$ cat src/logic/pcd_pkg.sv
package pcd_pkg;
  // register offsets (byte addresses on the plain port)
  localparam logic [7:0] OFS_SYNTH_MULT   = 8'h38;
  localparam logic [7:0] OFS_REF_DIVIDER  = 8'h39;
  localparam logic [7:0] OFS_TEST_REG     = 8'h3A;
  localparam logic [7:0] OFS_SYNTH_FLAGS  = 8'h3B;
  localparam logic [7:0] OFS_SYNTH_CTRL   = 8'h3C;
  localparam logic [7:0] OFS_CLK_SELECT   = 8'h3D;
  localparam logic [7:0] OFS_LOW_DIV      = 8'h3E;
  // field widths
  localparam int REF_DIV_W  = 3;
  localparam int MULT_W     = 6;
  localparam int LOW_DIV_W  = 6;
  // synth_flags bit positions
  localparam int FLG_TOL_CHG  = 7;
  localparam int FLG_TOL      = 6;
  localparam int FLG_FB_CHG   = 1;
  localparam int FLG_FB       = 0;
  // synth_control bit positions
  localparam int CTL_TOL_IE   = 7;
  localparam int CTL_ENABLE   = 6;
  localparam int CTL_AUTO     = 5;
  localparam int CTL_NARROW   = 4;
  localparam int CTL_KEEP_OSC = 2;
  localparam int CTL_FB_IE    = 1;
  localparam int CTL_FB_DIS   = 0;
  // clock_source_select bit positions
  localparam int SEL_SYNTH    = 6;
  localparam int SEL_DIVIDED  = 5;
  localparam int SEL_MODULE   = 2;
  // reset values
  localparam logic [7:0] RST_ZERO   = 8'h00;
  localparam logic       RST_AUTO   = 1'b1;
  // clock source switch settle time
  localparam int SWITCH_TIME_NS = 40;
  localparam int CLK_PERIOD_NS  = 10;
  localparam int SWITCH_CYCLES  = (SWITCH_TIME_NS + CLK_PERIOD_NS - 1) / CLK_PERIOD_NS;
  // clock source choice
  typedef enum logic [1:0] {
    SRC_XTAL    = 2'b00,
    SRC_DIVIDED = 2'b01,
    SRC_SYNTH   = 2'b10
  } pcd_src_type;
  // switch state machine
  typedef enum logic [1:0] {
    SW_IDLE   = 2'b00,
    SW_HOLD   = 2'b01,
    SW_SETTLE = 2'b10
  } pcd_sw_type;
endpackage

$ cat src/logic/pcd_clock_control.sv
// Function
// - reference divided by field plus one; locked
// - test register reads zero outside test mode
// - tolerance change flag, write-one clear
// - tolerance status read-only, zero in fallback
// - fallback change flag on entry and exit
// - fallback status shows lost reference
// - supply level sets reset and forced bits
// - enables gate lock and fallback interrupts
// - enable cannot clear while synth selected
// - narrow band auto read-only or software set
// - keep oscillator running in stop mode
// - fallback disable chooses fallback or reset
// - synth select refused while synth off
// - system clock source select priority
// - module clock source select, forced in fallback
// - low divider divides by twice field
// - divider change within one divided cycle
// - synth frequency from multiplier and divider
// - debug clock xtal halved or bus clock
// - fallback sources all clocks but the divided crystal from synth
// - hold select low while switching source
// - multiplier resets zero, locked when selected
module pcd_clock_control
  import pcd_pkg::*;
#(
  parameter int SW_CYCLES = SWITCH_CYCLES
) (
  input  wire logic       REF_CLK,
  input  wire logic       RST_B,
  input  wire logic       CE,
  input  wire logic [7:0] ADDR,
  input  wire logic [7:0] WDATA,
  input  wire logic       WR,
  input  wire logic       RD,
  output logic      [7:0] RDATA,
  input  wire logic       XTAL_CLOCK,
  input  wire logic       SYNTH_OUTPUT_CLOCK,
  input  wire logic       SYNTH_WITHIN_TOL,
  input  wire logic       REF_CLOCK_LOST,
  input  wire logic       SYNTH_SUPPLY,
  input  wire logic       SPECIAL_MODE,
  input  wire logic       TEST_MODE,
  input  wire logic [7:0] TEST_OUTPUT_BITS,
  output logic            SYNTH_ENABLE,
  output logic            SYNTH_NARROW_BAND,
  output logic [REF_DIV_W-1:0] SYNTH_REF_DIVIDER,
  output logic [MULT_W-1:0]    SYNTH_MULTIPLIER,
  output logic            OSC_KEEP_RUNNING_STOP,
  output logic            CLOCK_MONITOR_RESET,
  output logic            FALLBACK_ACTIVE,
  output logic [1:0]      SYS_CLOCK_SOURCE,
  output logic            CLOCK_SELECT_OUT,
  output logic            CPU_STALL,
  output logic            MODULE_CLOCK_FROM_DIVIDED,
  output logic            DEBUG_FROM_BUS_CLOCK,
  output logic            DIVIDED_XTAL_CLOCK,
  output logic            CORE_SYSTEM_CLOCK,
  output logic            EXTERNAL_BUS_CLOCK,
  output logic            PERIPHERAL_BUS_CLOCK,
  output logic            LOW_RATE_MODULE_CLOCK,
  output logic            MODULE_CLOCK,
  output logic            DEBUG_LINK_CLOCK,
  output logic            IRQ
);
  initial begin
    if (SW_CYCLES < 1 || SW_CYCLES > 255) $error("pcd_clock_control: SW_CYCLES out of range");
  end

  // three-stage synchronisers for pins from outside the domain
  logic [2:0] sync_xtal, sync_synth, sync_tol, sync_lost, sync_sup;
  logic       xtal_lvl, synth_lvl, tol_lvl, lost_lvl, sup_lvl;
  logic       next_xtal_lvl, next_synth_lvl, next_tol_lvl, next_lost_lvl, next_sup_lvl;

  // a change counts once stages two and three agree
  always_comb begin
    next_xtal_lvl  = (sync_xtal[1] == sync_xtal[2]) ? sync_xtal[2] : xtal_lvl;
    next_synth_lvl = (sync_synth[1] == sync_synth[2]) ? sync_synth[2] : synth_lvl;
    next_tol_lvl   = (sync_tol[1] == sync_tol[2]) ? sync_tol[2] : tol_lvl;
    next_lost_lvl  = (sync_lost[1] == sync_lost[2]) ? sync_lost[2] : lost_lvl;
    next_sup_lvl   = (sync_sup[1] == sync_sup[2]) ? sync_sup[2] : sup_lvl;
  end

  always_ff @(posedge REF_CLK or negedge RST_B) begin
    if (!RST_B) begin
      sync_xtal  <= 3'h0;
      sync_synth <= 3'h0;
      sync_tol   <= 3'h0;
      sync_lost  <= 3'h0;
      sync_sup   <= 3'h0;
      xtal_lvl   <= 1'b0;
      synth_lvl  <= 1'b0;
      tol_lvl    <= 1'b0;
      lost_lvl   <= 1'b0;
      sup_lvl    <= 1'b0;
    end else if (CE) begin
      sync_xtal  <= {sync_xtal[1:0], XTAL_CLOCK};
      sync_synth <= {sync_synth[1:0], SYNTH_OUTPUT_CLOCK};
      sync_tol   <= {sync_tol[1:0], SYNTH_WITHIN_TOL};
      sync_lost  <= {sync_lost[1:0], REF_CLOCK_LOST};
      sync_sup   <= {sync_sup[1:0], SYNTH_SUPPLY};
      xtal_lvl   <= next_xtal_lvl;
      synth_lvl  <= next_synth_lvl;
      tol_lvl    <= next_tol_lvl;
      lost_lvl   <= next_lost_lvl;
      sup_lvl    <= next_sup_lvl;
    end
  end

  // software registers
  logic [REF_DIV_W-1:0] ref_divider, next_ref_divider;
  logic [MULT_W-1:0]    synth_multiplier, next_synth_multiplier;
  logic [LOW_DIV_W-1:0] low_div_field, next_low_div_field;
  logic tolerance_irq_enable, synth_enable, auto_band, narrow_band_select;
  logic osc_keep_running_stop, fallback_irq_enable, fallback_disable, fb_dis_written;
  logic next_tolerance_irq_enable, next_synth_enable, next_auto_band, next_narrow_band_select;
  logic next_osc_keep_running_stop, next_fallback_irq_enable, next_fallback_disable, next_fb_dis_written;
  logic sys_clock_from_synth, sys_clock_from_divided, module_clock_from_divided;
  logic next_sys_clock_from_synth, next_sys_clock_from_divided, next_module_clock_from_divided;
  logic tolerance_change_flag, fallback_change_flag, fallback_active, tol_seen;
  logic next_tolerance_change_flag, next_fallback_change_flag, next_fallback_active, next_tol_seen;
  logic supply_seen, next_supply_seen;
  logic pll_within_tolerance;
  logic tol_changed, fb_changed;
  logic [7:0] next_rdata;

  // tolerance only meaningful with synth enabled and fallback inactive
  assign pll_within_tolerance = tol_lvl && synth_enable && !fallback_active;
  assign tol_changed = pll_within_tolerance != tol_seen;
  assign fb_changed  = next_fallback_active != fallback_active;

  // register writes, status tracking and supply forcing
  always_comb begin
    next_ref_divider               = ref_divider;
    next_synth_multiplier          = synth_multiplier;
    next_low_div_field             = low_div_field;
    next_tolerance_irq_enable      = tolerance_irq_enable;
    next_synth_enable              = synth_enable;
    next_auto_band                 = auto_band;
    next_narrow_band_select        = narrow_band_select;
    next_osc_keep_running_stop     = osc_keep_running_stop;
    next_fallback_irq_enable       = fallback_irq_enable;
    next_fallback_disable          = fallback_disable;
    next_fb_dis_written            = fb_dis_written;
    next_sys_clock_from_synth      = sys_clock_from_synth;
    next_sys_clock_from_divided    = sys_clock_from_divided;
    next_module_clock_from_divided = module_clock_from_divided;
    next_tolerance_change_flag     = tolerance_change_flag;
    next_fallback_change_flag      = fallback_change_flag;
    next_tol_seen                  = pll_within_tolerance;
    next_supply_seen               = sup_lvl;
    // loss of reference: fallback only if allowed
    next_fallback_active = lost_lvl && !fallback_disable;
    if (WR) begin
      case (ADDR)
        OFS_SYNTH_MULT: begin
          if (!sys_clock_from_synth) next_synth_multiplier = WDATA[MULT_W-1:0];
        end
        OFS_REF_DIVIDER: begin
          if (!sys_clock_from_synth) next_ref_divider = WDATA[REF_DIV_W-1:0];
        end
        OFS_SYNTH_FLAGS: begin
          if (WDATA[FLG_TOL_CHG]) next_tolerance_change_flag = 1'b0;
          if (WDATA[FLG_FB_CHG]) next_fallback_change_flag = 1'b0;
        end
        OFS_SYNTH_CTRL: begin
          next_tolerance_irq_enable  = WDATA[CTL_TOL_IE];
          if (WDATA[CTL_ENABLE] || !sys_clock_from_synth) next_synth_enable = WDATA[CTL_ENABLE];
          next_auto_band             = WDATA[CTL_AUTO];
          if (!WDATA[CTL_AUTO]) next_narrow_band_select = WDATA[CTL_NARROW];
          next_osc_keep_running_stop = WDATA[CTL_KEEP_OSC];
          next_fallback_irq_enable   = WDATA[CTL_FB_IE];
          // write-once in normal modes
          if (SPECIAL_MODE || !fb_dis_written) begin
            next_fallback_disable = WDATA[CTL_FB_DIS];
            next_fb_dis_written   = 1'b1;
          end
        end
        OFS_CLK_SELECT: begin
          if (!WDATA[SEL_SYNTH] || synth_enable) next_sys_clock_from_synth = WDATA[SEL_SYNTH];
          next_sys_clock_from_divided    = WDATA[SEL_DIVIDED];
          next_module_clock_from_divided = WDATA[SEL_MODULE];
        end
        OFS_LOW_DIV: next_low_div_field = WDATA[LOW_DIV_W-1:0];
        default: ;
      endcase
    end
    // auto bandwidth follows tolerance, read-only
    if (next_auto_band) next_narrow_band_select = pll_within_tolerance;
    // events set after write clears so a same-cycle event wins; fallback then clears tolerance
    if (tol_changed) next_tolerance_change_flag = 1'b1;
    if (fallback_active) next_tolerance_change_flag = 1'b0;
    if (fb_changed) next_fallback_change_flag = 1'b1;
    // supply low forces bits; rising supply restores reset state
    if (!sup_lvl) begin
      next_synth_enable         = 1'b0;
      next_tolerance_irq_enable = 1'b0;
      next_fallback_irq_enable  = 1'b0;
      next_fallback_disable     = 1'b1;
      next_sys_clock_from_synth = 1'b0;
    end else if (!supply_seen) begin
      next_synth_enable     = 1'b1;
      next_fallback_disable = 1'b0;
      next_fb_dis_written   = 1'b0;
    end
  end

  always_ff @(posedge REF_CLK or negedge RST_B) begin
    if (!RST_B) begin
      ref_divider               <= '0;
      synth_multiplier          <= '0;
      low_div_field             <= '0;
      tolerance_irq_enable      <= 1'b0;
      synth_enable              <= 1'b0;
      auto_band                 <= RST_AUTO;
      narrow_band_select        <= 1'b0;
      osc_keep_running_stop     <= 1'b0;
      fallback_irq_enable       <= 1'b0;
      fallback_disable          <= 1'b1;
      fb_dis_written            <= 1'b0;
      sys_clock_from_synth      <= 1'b0;
      sys_clock_from_divided    <= 1'b0;
      module_clock_from_divided <= 1'b0;
      tolerance_change_flag     <= 1'b0;
      fallback_change_flag      <= 1'b0;
      fallback_active           <= 1'b0;
      tol_seen                  <= 1'b0;
      supply_seen               <= 1'b0;
    end else if (CE) begin
      ref_divider               <= next_ref_divider;
      synth_multiplier          <= next_synth_multiplier;
      low_div_field             <= next_low_div_field;
      tolerance_irq_enable      <= next_tolerance_irq_enable;
      synth_enable              <= next_synth_enable;
      auto_band                 <= next_auto_band;
      narrow_band_select        <= next_narrow_band_select;
      osc_keep_running_stop     <= next_osc_keep_running_stop;
      fallback_irq_enable       <= next_fallback_irq_enable;
      fallback_disable          <= next_fallback_disable;
      fb_dis_written            <= next_fb_dis_written;
      sys_clock_from_synth      <= next_sys_clock_from_synth;
      sys_clock_from_divided    <= next_sys_clock_from_divided;
      module_clock_from_divided <= next_module_clock_from_divided;
      tolerance_change_flag     <= next_tolerance_change_flag;
      fallback_change_flag      <= next_fallback_change_flag;
      fallback_active           <= next_fallback_active;
      tol_seen                  <= next_tol_seen;
      supply_seen               <= next_supply_seen;
    end
  end

  // read mux; latched control bits are returned, not forced outputs
  always_comb begin
    next_rdata = RST_ZERO;
    case (ADDR)
      OFS_SYNTH_MULT:  next_rdata[MULT_W-1:0] = synth_multiplier;
      OFS_REF_DIVIDER: next_rdata[REF_DIV_W-1:0] = ref_divider;
      OFS_TEST_REG:    next_rdata = TEST_MODE ? TEST_OUTPUT_BITS : RST_ZERO;
      OFS_SYNTH_FLAGS: begin
        next_rdata[FLG_TOL_CHG] = tolerance_change_flag;
        next_rdata[FLG_TOL]     = pll_within_tolerance;
        next_rdata[FLG_FB_CHG]  = fallback_change_flag;
        next_rdata[FLG_FB]      = fallback_active;
      end
      OFS_SYNTH_CTRL: begin
        next_rdata[CTL_TOL_IE]   = tolerance_irq_enable;
        next_rdata[CTL_ENABLE]   = synth_enable;
        next_rdata[CTL_AUTO]     = auto_band;
        next_rdata[CTL_NARROW]   = narrow_band_select;
        next_rdata[CTL_KEEP_OSC] = osc_keep_running_stop;
        next_rdata[CTL_FB_IE]    = fallback_irq_enable;
        next_rdata[CTL_FB_DIS]   = fallback_disable;
      end
      OFS_CLK_SELECT: begin
        next_rdata[SEL_SYNTH]   = sys_clock_from_synth;
        next_rdata[SEL_DIVIDED] = sys_clock_from_divided;
        next_rdata[SEL_MODULE]  = module_clock_from_divided;
      end
      OFS_LOW_DIV:     next_rdata[LOW_DIV_W-1:0] = low_div_field;
      default:         next_rdata = RST_ZERO;
    endcase
    if (!RD) next_rdata = RST_ZERO;
  end

  always_ff @(posedge REF_CLK or negedge RST_B) begin
    if (!RST_B) RDATA <= RST_ZERO;
    else if (CE) RDATA <= next_rdata;
  end

  // low-rate divider on crystal edges
  logic xtal_prev, xtal_rise, div_tick, div_level;
  assign xtal_rise = xtal_lvl && !xtal_prev;

  pcd_low_divider #(
    .DIV_W(LOW_DIV_W)
  ) u_low_divider (
    .clk      (REF_CLK),
    .rst_b    (RST_B),
    .ce       (CE),
    .xtal_tick((low_div_field == '0) ? (xtal_lvl != xtal_prev) : xtal_rise), // bypass: both edges
    .div_value(low_div_field),
    .div_tick (div_tick),
    .div_level(div_level)
  );

  // source selection with forced values in fallback
  pcd_src_type want_src, cur_src, next_cur_src;
  pcd_sw_type  sw_state, next_sw_state;
  logic [7:0]  sw_count, next_sw_count;

  always_comb begin
    if (fallback_active || sys_clock_from_synth) want_src = SRC_SYNTH;
    else if (sys_clock_from_divided) want_src = SRC_DIVIDED;
    else want_src = SRC_XTAL;
  end

  // switch: hold select low and stall for a settle period
  always_comb begin
    next_sw_state = sw_state;
    next_sw_count = sw_count;
    next_cur_src  = cur_src;
    case (sw_state)
      SW_IDLE: begin
        if (want_src != cur_src) begin
          next_sw_state = SW_HOLD;
          next_sw_count = '0;
        end
      end
      SW_HOLD: begin
        next_cur_src  = want_src;
        next_sw_state = SW_SETTLE;
      end
      SW_SETTLE: begin
        if (sw_count >= 8'(SW_CYCLES - 1)) next_sw_state = SW_IDLE;
        else next_sw_count = sw_count + 8'h01;
      end
      default: next_sw_state = SW_IDLE;
    endcase
  end

  always_ff @(posedge REF_CLK or negedge RST_B) begin
    if (!RST_B) begin
      sw_state  <= SW_IDLE;
      sw_count  <= 8'h00;
      cur_src   <= SRC_XTAL;
      xtal_prev <= 1'b0;
    end else if (CE) begin
      sw_state  <= next_sw_state;
      sw_count  <= next_sw_count;
      cur_src   <= next_cur_src;
      xtal_prev <= xtal_lvl;
    end
  end

  // derived clocks, rebuilt as sampled levels (toggle on source rising edges)
  logic sys_src, sys_prev, sys_rise, lr_src, lr_prev, lr_rise, x_prev2;
  logic half_sys, half_lr, half_xtal;
  logic next_half_sys, next_half_lr, next_half_xtal;

  always_comb begin
    case (cur_src)
      SRC_SYNTH:   sys_src = synth_lvl;
      SRC_DIVIDED: sys_src = div_level;
      default:     sys_src = xtal_lvl;
    endcase
    // in fallback the slow chain also runs from the synth
    lr_src = fallback_active ? synth_lvl : div_level;
  end

  assign sys_rise = sys_src && !sys_prev;
  assign lr_rise  = lr_src && !lr_prev;
  assign next_half_sys  = sys_rise ? ~half_sys : half_sys;
  assign next_half_lr   = lr_rise ? ~half_lr : half_lr;
  assign next_half_xtal = (fallback_active ? (synth_lvl && !x_prev2) : xtal_rise) ? ~half_xtal : half_xtal;

  always_ff @(posedge REF_CLK or negedge RST_B) begin
    if (!RST_B) begin
      sys_prev  <= 1'b0;
      lr_prev   <= 1'b0;
      x_prev2   <= 1'b0;
      half_sys  <= 1'b0;
      half_lr   <= 1'b0;
      half_xtal <= 1'b0;
    end else if (CE) begin
      sys_prev  <= sys_src;
      lr_prev   <= lr_src;
      x_prev2   <= synth_lvl;
      half_sys  <= next_half_sys;
      half_lr   <= next_half_lr;
      half_xtal <= next_half_xtal;
    end
  end

  // outputs; enable and select forced in fallback, module select forced low
  assign SYNTH_ENABLE              = synth_enable || fallback_active;
  assign SYNTH_NARROW_BAND         = narrow_band_select;
  assign SYNTH_REF_DIVIDER         = ref_divider;
  assign SYNTH_MULTIPLIER          = synth_multiplier;
  assign OSC_KEEP_RUNNING_STOP     = osc_keep_running_stop;
  assign CLOCK_MONITOR_RESET       = lost_lvl && fallback_disable;
  assign FALLBACK_ACTIVE           = fallback_active;
  assign SYS_CLOCK_SOURCE          = cur_src;
  assign CLOCK_SELECT_OUT          = (sw_state == SW_IDLE);
  assign CPU_STALL                 = (sw_state != SW_IDLE);
  assign MODULE_CLOCK_FROM_DIVIDED = module_clock_from_divided && !fallback_active;
  assign DEBUG_FROM_BUS_CLOCK      = !fallback_active && !sys_clock_from_synth && sys_clock_from_divided
                                     && (low_div_field != '0);
  assign DIVIDED_XTAL_CLOCK        = div_level;
  assign CORE_SYSTEM_CLOCK         = sys_src;
  assign EXTERNAL_BUS_CLOCK        = half_sys;
  assign PERIPHERAL_BUS_CLOCK      = half_sys;
  assign LOW_RATE_MODULE_CLOCK     = half_lr;
  assign MODULE_CLOCK              = MODULE_CLOCK_FROM_DIVIDED ? half_lr : half_sys;
  assign DEBUG_LINK_CLOCK          = DEBUG_FROM_BUS_CLOCK ? half_sys : half_xtal;
  assign IRQ = (tolerance_change_flag && tolerance_irq_enable)
               || (fallback_change_flag && fallback_irq_enable);
endmodule

$ cat src/logic/pcd_low_divider.sv
module pcd_low_divider
  import pcd_pkg::*;
#(
  parameter int DIV_W = LOW_DIV_W
) (
  input  wire logic             clk,
  input  wire logic             rst_b,
  input  wire logic             ce,
  input  wire logic             xtal_tick,
  input  wire logic [DIV_W-1:0] div_value,
  output logic                  div_tick,
  output logic                  div_level
);
  initial begin
    if (DIV_W < 1 || DIV_W > 16) $error("pcd_low_divider: DIV_W out of range");
  end

  logic [DIV_W-1:0] count;
  logic [DIV_W-1:0] next_count;
  logic             next_level;
  logic             next_tick;

  // half period is div_value ticks, so full period 2*value; value 0 bypasses
  always_comb begin
    next_count = count;
    next_level = div_level;
    next_tick  = 1'b0;
    if (xtal_tick) begin
      if (div_value == '0) begin
        next_count = '0;
        next_level = ~div_level;
        next_tick  = 1'b1;
      end else if (count >= div_value - 1'b1) begin // new value takes hold at once
        next_count = '0;
        next_level = ~div_level;
        next_tick  = 1'b1;
      end else begin
        next_count = count + 1'b1;
      end
    end
  end

  always_ff @(posedge clk or negedge rst_b) begin
    if (!rst_b) begin
      count     <= '0;
      div_level <= 1'b0;
      div_tick  <= 1'b0;
    end else if (ce) begin
      count     <= next_count;
      div_level <= next_level;
      div_tick  <= next_tick;
    end
  end
endmodule

$ cat config.mk
export PLATFORM = sky130hd
export DESIGN_NAME = pcd_clock_control
export DESIGN_NICKNAME = d
export VERILOG_FILES = /design/src/logic/pcd_pkg.sv /design/src/logic/pcd_clock_control.sv /design/src/logic/pcd_low_divider.sv
export SDC_FILE = /design/constraint.sdc
export NUM_CORES = 1
export LEC_CHECK = 0
export BUFFER_PORTS_ARGS = -buffer_cell sky130_fd_sc_hd__buf_2
export CAP_MARGIN = 20
export CELL_PAD_IN_SITES_DETAIL_PLACEMENT = 1
export CELL_PAD_IN_SITES_GLOBAL_PLACEMENT = 2
export CORE_MARGIN = 1.5
export CORE_UTILIZATION = 36
export CTS_CLUSTER_SIZE = 8
export DETAILED_ROUTE_END_ITERATION = 8
export GPL_TIMING_DRIVEN = 1
export HOLD_SLACK_MARGIN = 0.1
export PLACE_DENSITY = 0.91
export SLEW_MARGIN = 20
export SYNTH_ARGS = -nofsm -noshare
export SYNTH_HDL_FRONTEND = slang
export SYNTH_SLANG_ARGS = --single-unit
$ cat constraint.sdc
create_clock -name REF_CLK -period 3.3 [get_ports REF_CLK]
set_input_delay 0.165 -clock REF_CLK [delete_from_list [all_inputs] [get_ports REF_CLK]]
set_output_delay 0.165 -clock REF_CLK [all_outputs]
set_load 0.05 [all_outputs]
## Word level (Yosys, flattened, before mapping)

Cells that the tools add are included.

- $add $sub $neg: 3
- Multiply operators: 0
- Div/mod/pow operators: 0
- Magnitude comparators: 2
- Eq/ne operators: 32
- Shift operators: 0
- Muxes and demuxes: 67
- Bitwise operators: 5
- Reduce and logical (&&, ||, !) cells: 68

Operator list:

| cell | count |
|---|---|
| $eq A8 B6 Y1 const B | 7 |
| $mux W1 | 48 |
| $reduce_and A4 Y1 | 9 |
| $mux W8 | 4 |
| $reduce_and A2 Y1 | 10 |
| $reduce_and A3 Y1 | 6 |
| $pmux W8 S2 | 1 |
| $reduce_bool A2 Y1 | 8 |
| $logic_and A1 B1 Y1 | 14 |
| $mux W6 | 2 |
| $pmux W2 S6 | 1 |
| $ne A2 B1 Y1 const B | 5 |
| $logic_not A1 Y1 | 9 |
| $ne A3 B2 Y1 const B | 3 |
| $reduce_bool A3 Y1 | 3 |
| $add A8 B1 Y8 const B | 1 |
| $ge A8 B2 Y1 const B | 1 |
| $pmux W1 S4 | 2 |
| $add A6 B1 Y6 const B | 1 |
| $ge A6 B6 Y1 | 1 |
| $logic_not A6 Y1 | 1 |
| $logic_or A1 B1 Y1 | 6 |
| $mux W2 | 3 |
| $ne A2 B2 Y1 const B | 3 |
| 15 further kinds | 28 |

- Flip-flop bits (word level): 85
- Bits in latches: 0
- Memory bits (writable): 0
- Memory bits (read-only): 0
- Bits of input ports: 36
- Output and inout bits: 36
- Logic and storage cells: 219
- Memories kept: 0

## Logic depth before layout (Yosys ltp)

- Depth after elaboration: 7
- Mapped depth: 9
- Gate-level depth less buffers: 9

## Cells and area by module

Synthesis repeated with hierarchy kept, for this count alone.

- Cell total of the unflattened synthesis: 402
- Area, all modules: 4398.0 um2

By module, submodules not included:

| module | times used | cells an instance | area an instance (um2) | sequential area each (um2) |
|---|---|---|---|---|
| pcd_clock_control | 1 | 341 | 3818.7 | 1954.4 |
| pcd_low_divider | 1 | 61 | 579.3 | 200.2 |

## Least setup slack after synthesis

Ideal clock, no wire load.

- Path type: register to register
- Start point: register cur_src[0] (netlist: SYS_CLOCK_SOURCE[0])
- End point: register half_sys (netlist: EXTERNAL_BUS_CLOCK)
- Setup time: 143 ps
- Arrival: 2668 ps
- Data required time: 3157 ps
- Path slack: 490 ps
- Stages on the path, launching flop included: 6
- Buffers on the path: 0
- Period minus slack after synthesis: 2810 ps
- Cell sequence: dfrtp_1 inv_1 ha_1 o21ai_0 nand3b_1 xnor2_1

- Word-level cells in the longest chain between the ends: 4
- Elaborated cells on any way between the ends: 5
- Those cells by class: eq/ne: 2; mux: 1; reduce/logical: 2

RTL lines:

| what | RTL line | source |
|---|---|---|
| start: declaration | pcd_clock_control.sv:307 | `pcd_src_type want_src, cur_src, next_cur_src;` |
| start signal: assignment | pcd_clock_control.sv:350 | `cur_src <= next_cur_src;` |
| $eq A2 B1 Y1 / $eq A2 B2 Y1 (equally long branches) | pcd_clock_control.sv:361 | `case (cur_src)` |
| $pmux W1 S2 (*) | pcd_clock_control.sv:361 |  |
| named net CORE_SYSTEM_CLOCK | pcd_clock_control.sv:58 | `output logic CORE_SYSTEM_CLOCK,` |
| $logic_and A1 B1 Y1 (*) | pcd_clock_control.sv:370 | `assign sys_rise = sys_src && !sys_prev;` |
| $reduce_and A2 Y1 (no source line) (*) | - |  |
| end signal: assignment | pcd_clock_control.sv:388 | `half_sys <= next_half_sys;` |
| end: declaration | pcd_clock_control.sv:357 | `logic half_sys, half_lr, half_xtal;` |

The timed path passes the listed nets; every way through them passes the cells marked *.
A chain may end at the register's enable or synchronous reset.

## Worst setup path in the final report

- Start point: register low_div_field[0]
- End point: register u_low_divider.count[3]

- Word-level cells in the longest chain between the ends: 4
- Elaborated cells on any way between the ends: 7
- Those cells by class: add/sub: 1; order compare: 1; mux: 3; reduce/logical: 2

RTL lines:

| what | RTL line | source |
|---|---|---|
| start: declaration | pcd_clock_control.sv:113 | `logic [LOW_DIV_W-1:0] low_div_field, next_low_div_field;` |
| start signal: assignment | pcd_clock_control.sv:232 | `low_div_field <= next_low_div_field;` |
| $sub A6 B1 Y6 | pcd_low_divider.sv:33 | `end else if (count >= div_value - 1'b1) begin` |
| $ge A6 B6 Y1 | pcd_low_divider.sv:33 |  |
| $mux W6 | pcd_low_divider.sv:33 |  |
| $mux W6 | pcd_low_divider.sv:29 | `if (div_value == '0) begin` |
| end signal: assignment | pcd_low_divider.sv:49 | `count <= next_count;` |
| end: declaration | pcd_low_divider.sv:18 | `logic [DIV_W-1:0] count;` |

Parallel ways exist; a longest one is shown, timed or not.

==> results.txt <==
- Hold WC Path Type: in -> reg
* Sort of element at the start of the critical path: register
* Number of nets in the finished design: between 500 and 600
- Counting along the longest clock path gives a buffer depth of 2.
- STA classifies the critical path endpoint as a register.
- Async SR Flop Fraction: 100%
- Final hold violations: 0
- Sequential element share of the synthesized area: roughly half
- Diodes inserted: 0
- Final slew viol count: 0
- For this configuration, the core starts out at a cell density of a little under two fifths.
- By instance count, the cell type seen most on the critical path is ha_1.
- Measured in cells, the most critical reg-to-reg path has a length of 9.
* Pin count of the biggest net entering global routing: 86
* Data arrival, critical path: approximately 2.9 ns
- Aggregate negative setup slack: 0 ns
- For flop-to-flop paths, the worst setup slack is roughly 0.65 ns.
* Finish-stage setup viols: 0
- Number of cell rows: 40
- After filler insertion, the fill cell instance count of the layout stands at 1348.
- HPWL Detailed: 8320 µm
* I/O Pins: between 70 and 80
* Total clock buffers created by CTS: 9
- In this run the static leakage power is roughly 2.5 nW.
- The worst path in the final design needs a cycle of roughly 2.6 ns, including I/O delays and setup.
- Grt ovf: 0
- The run finished with clean final reports.
- Via count of the first global-routing pass: 3688
- The die is 113 µm wide.
- Critical-path cell list: inv_1, ha_1, xnor2_1, ha_1, a21o_1, a221o_1, a211o_1, or2_4, o31ai_2
- Net count of the mapped netlist: about 470
- The first global-routing pass estimated approximately 19000 µm of wire.
- Highest clock frequency the design can meet: 378 MHz
* Initial antenna violation count: 0
* Port buffer count: ~70
- Total number of vias: 3474
* Worst slew margin relative to its limit: about 48%
- After routing the design area is 5290 µm².
- Setup repair after global routing left no endpoint under its margin.
- CP max FO: 7
* Cell area after technology mapping: approximately 4400 µm²
* Final worst clock skew: approximately 0.006 ns
- Post-route worst hold slack: about 0.12 ns
- Core area: 11900 µm²
- Counting distinct cell types in the post-synthesis netlist gives 56.
- The critical path is of the reg -> reg type.
- Combined flip-flop and latch cell area: between 2000 and 2500 µm²
- Overall die height: 113 µm
- The detailed router finished its first iteration with approximately 170 violations.
- The count of nets left with antenna violations once routing finished came out at 0.
- CTS tree: yes
* Clock latency of the later-clocked register in the worst-skew pair: 0.34 ns
* Synthesized area per cell: between 10 and 15 µm²
- Before antenna repair, the detailed router went through 4 iterations.
* Peak supply drop: ~0.43 mV
- After synthesis the netlist holds a flip-flop and latch count of between 80 and 90.
- Post-DR vias/cell: about 5.4
* Worst path required time: about 3.6 ns
* Pwr/cell area: ~700 nW/µm²
- CTS saw 85 sinks.
* Max capacitance violation total: 0
- In the routed design, unresolved DRC markers number 0.
- Die Area: 12800 µm²
- Dividing the detail-routed wire length by the instance count gives about 18 µm.
- For this block, the routed nets add up to 11700 µm of wire.
* Number of stages on the worst hold path: 3
* Primary FF master, synth: dfrtp_1
- Relative to the synthesized area, the layout overhead comes to 20.8%.
* Synth Instances: about 420
- Proportion of layout cells with a drive suffix above 1: between 20 and 30%
- Period utilization: roughly four fifths
- After detailed placement, the total cell area comes to between 4000 and 5000 µm².
- On the worst path, the slowest cell contributes a delay of 0.43 ns.
- During synthesis, Yosys emitted a total of 0 warnings.
- In the final layout, the multi-input gates occupy 2110 µm².
- For the pin with the worst max-slew slack, the measured transition is about 0.78 ns.
* Clock slew at reported path FFs: about 0.060 ns
* Max H-tree Level: 3
* Number of flops mapped to enable cells by yosys: 0
- Across every metal layer, demand over resource in global routing totals about 19%.
- For this design, the slowest cell found on the critical path is dfrtp_1.
- At the end of routability-driven placement, the weighted congestion stood at 0.909.
* Clock root buffer: clkbuf_16
==> worst paths after layout <==
kind	start	end
max reg2reg	low_div_field[0]	u_low_divider.count[3]
min	TEST_OUTPUT_BITS[6]	RDATA[6]
max	low_div_field[0]	u_low_divider.count[3]
min reg2reg	half_xtal	half_xtal
min in group asynchronous	RST_B	SYNTH_MULTIPLIER[3]
max in group asynchronous	RST_B	sw_count[0]
==> Yosys cell counts, types with 2 or more instances <==
cell	instances	area (µm²)
a211oi_1	2	15.0
a21o_1	3	22.5
a21oi_1	16	80.1
a221o_1	3	30.0
a22o_1	4	35.0
a22oi_1	5	37.5
a31oi_1	4	25.0
a32o_1	2	20.0
and2_1	6	37.5
and3_1	6	37.5
buf_4	2	15.0
clkbuf_1	13	48.8
dfrtp_1	83	2080
dfstp_2	2	52.6
ha_1	13	163
inv_1	19	71.3
mux2_2	38	428
mux2i_1	8	80.1
nand2_1	38	143
nand2b_1	10	62.6
nand3_1	15	75.1
nand3b_1	2	15.0
nand4_1	3	18.8
nor2_1	23	86.3
nor2b_1	7	43.8
nor3_1	7	35.0
nor4_1	2	12.5
nor4b_1	3	26.3
o21ai_0	31	155
o2bb2ai_1	8	70.1
or2_2	3	18.8
xnor2_1	8	70.1
xor2_1	4	35.0
==> flip-flops by register name, indices dropped and copies added (netlist names), 3 cells and up <==
signal	cells
SYNTH_MULTIPLIER	6
sync_sup	3
sync_xtal	3
RDATA	8
sync_tol	3
sync_synth	3
sync_lost	3
sw_count	8
u_low_divider.count	6
low_div_field	6
SYNTH_REF_DIVIDER	3
==> cells by family after synthesis <==
kind of cell | Yosys count | synth area share (%)
AOI/OAI and AO/OA | 91 | 14.0
and+or+nand+nor | 133 | 15.9
muxes | 47 | 12.1
DFF | 85 | 48.7
buffers and inverters | 35 | 3.20
adders and majority gates | 13 | 3.72
xor gates and xnor gates | 12 | 2.40
==> timing repair <==
action,CTS,global route
setup buffers,0,0
resized for setup,0,0
hold buffers,12,0
endpoints found under the hold margin,86,0
==> metal layers <==
metal / track usage (%) / vias to the layer above / share of wire [%]
met1: 25.1 / 1735 / 45
li1: - / 1655 / -
met3: 3.16 / 10 / 3.5
met4: 6.50 / 0 / 1.5
met2: 32.5 / 74 / 50
met5: 0 / - / 0
==> worst max-delay path, delay by kind of cell, from the launching register on <==
kind	cells	cell delay, ns
adder cells (fa/ha/maj)	2	0.54
AND/OR/NAND/NOR	1	0.28
AO/OA/AOI/OAI	4	1.05
XOR/XNOR	1	0.14
flip-flops	1	0.43
buffers and inverters	1	0.12
==> layout by cell type, fill, tap and decap left out, types with 3 or more instances in the layout <==
master,n
o21ai_0,31
nand4_1,3
xor2_1,4
buf_2,70
clkbuf_16,9
nor2b_1,7
a22o_1,4
ha_1,13
a21oi_1,16
a31oi_1,4
nor4b_1,3
nor2_1,23
inv_1,19
mux2_2,38
nor3_1,7
and2_1,6
dlygate4sd3_1,12
dfrtp_1,83
a221o_1,3
and3_1,6
a21o_1,3
mux2i_1,8
nand2b_1,10
o2bb2ai_1,8
or2_2,3
xnor2_1,8
clkbuf_8,4
nand3_1,15
a22oi_1,5
nand2_1,38
==> final cells by class <==
type,instances,share of cell area [%]
multi-input combinational,296,39.8
clock buffer,14,5.37
tap,147,3.48
timing repair buffer,85,9.40
inverter,19,1.35
clock inverter,2,0.284
sequential,85,40.3
==> power breakdown <==
| group | switching [W] | internal, W | total (W) |
|---|---|---|---|
| Sequential | 0.000225 | 0.00122 | 0.00145 |
| Combinational | 0.000757 | 0.000387 | 0.00114 |
| Clock | 0.000420 | 0.000593 | 0.00101 |
==> metrics by stage <==
stage,total power [W],setup slack (ns),util [%],std cells
2_1_floorplan,0.00225,0.490,-,416
3_3_place_gp,0.00255,0.817,40.8,620
3_5_place_dp,0.00260,0.692,40.8,620
4_1_cts,0.00364,0.647,44.3,648
5_1_grt,0.00380,0.538,44.4,648
6_report,0.00360,0.652,44.4,648
No activity file was read; power rests on OpenSTA's default activity.
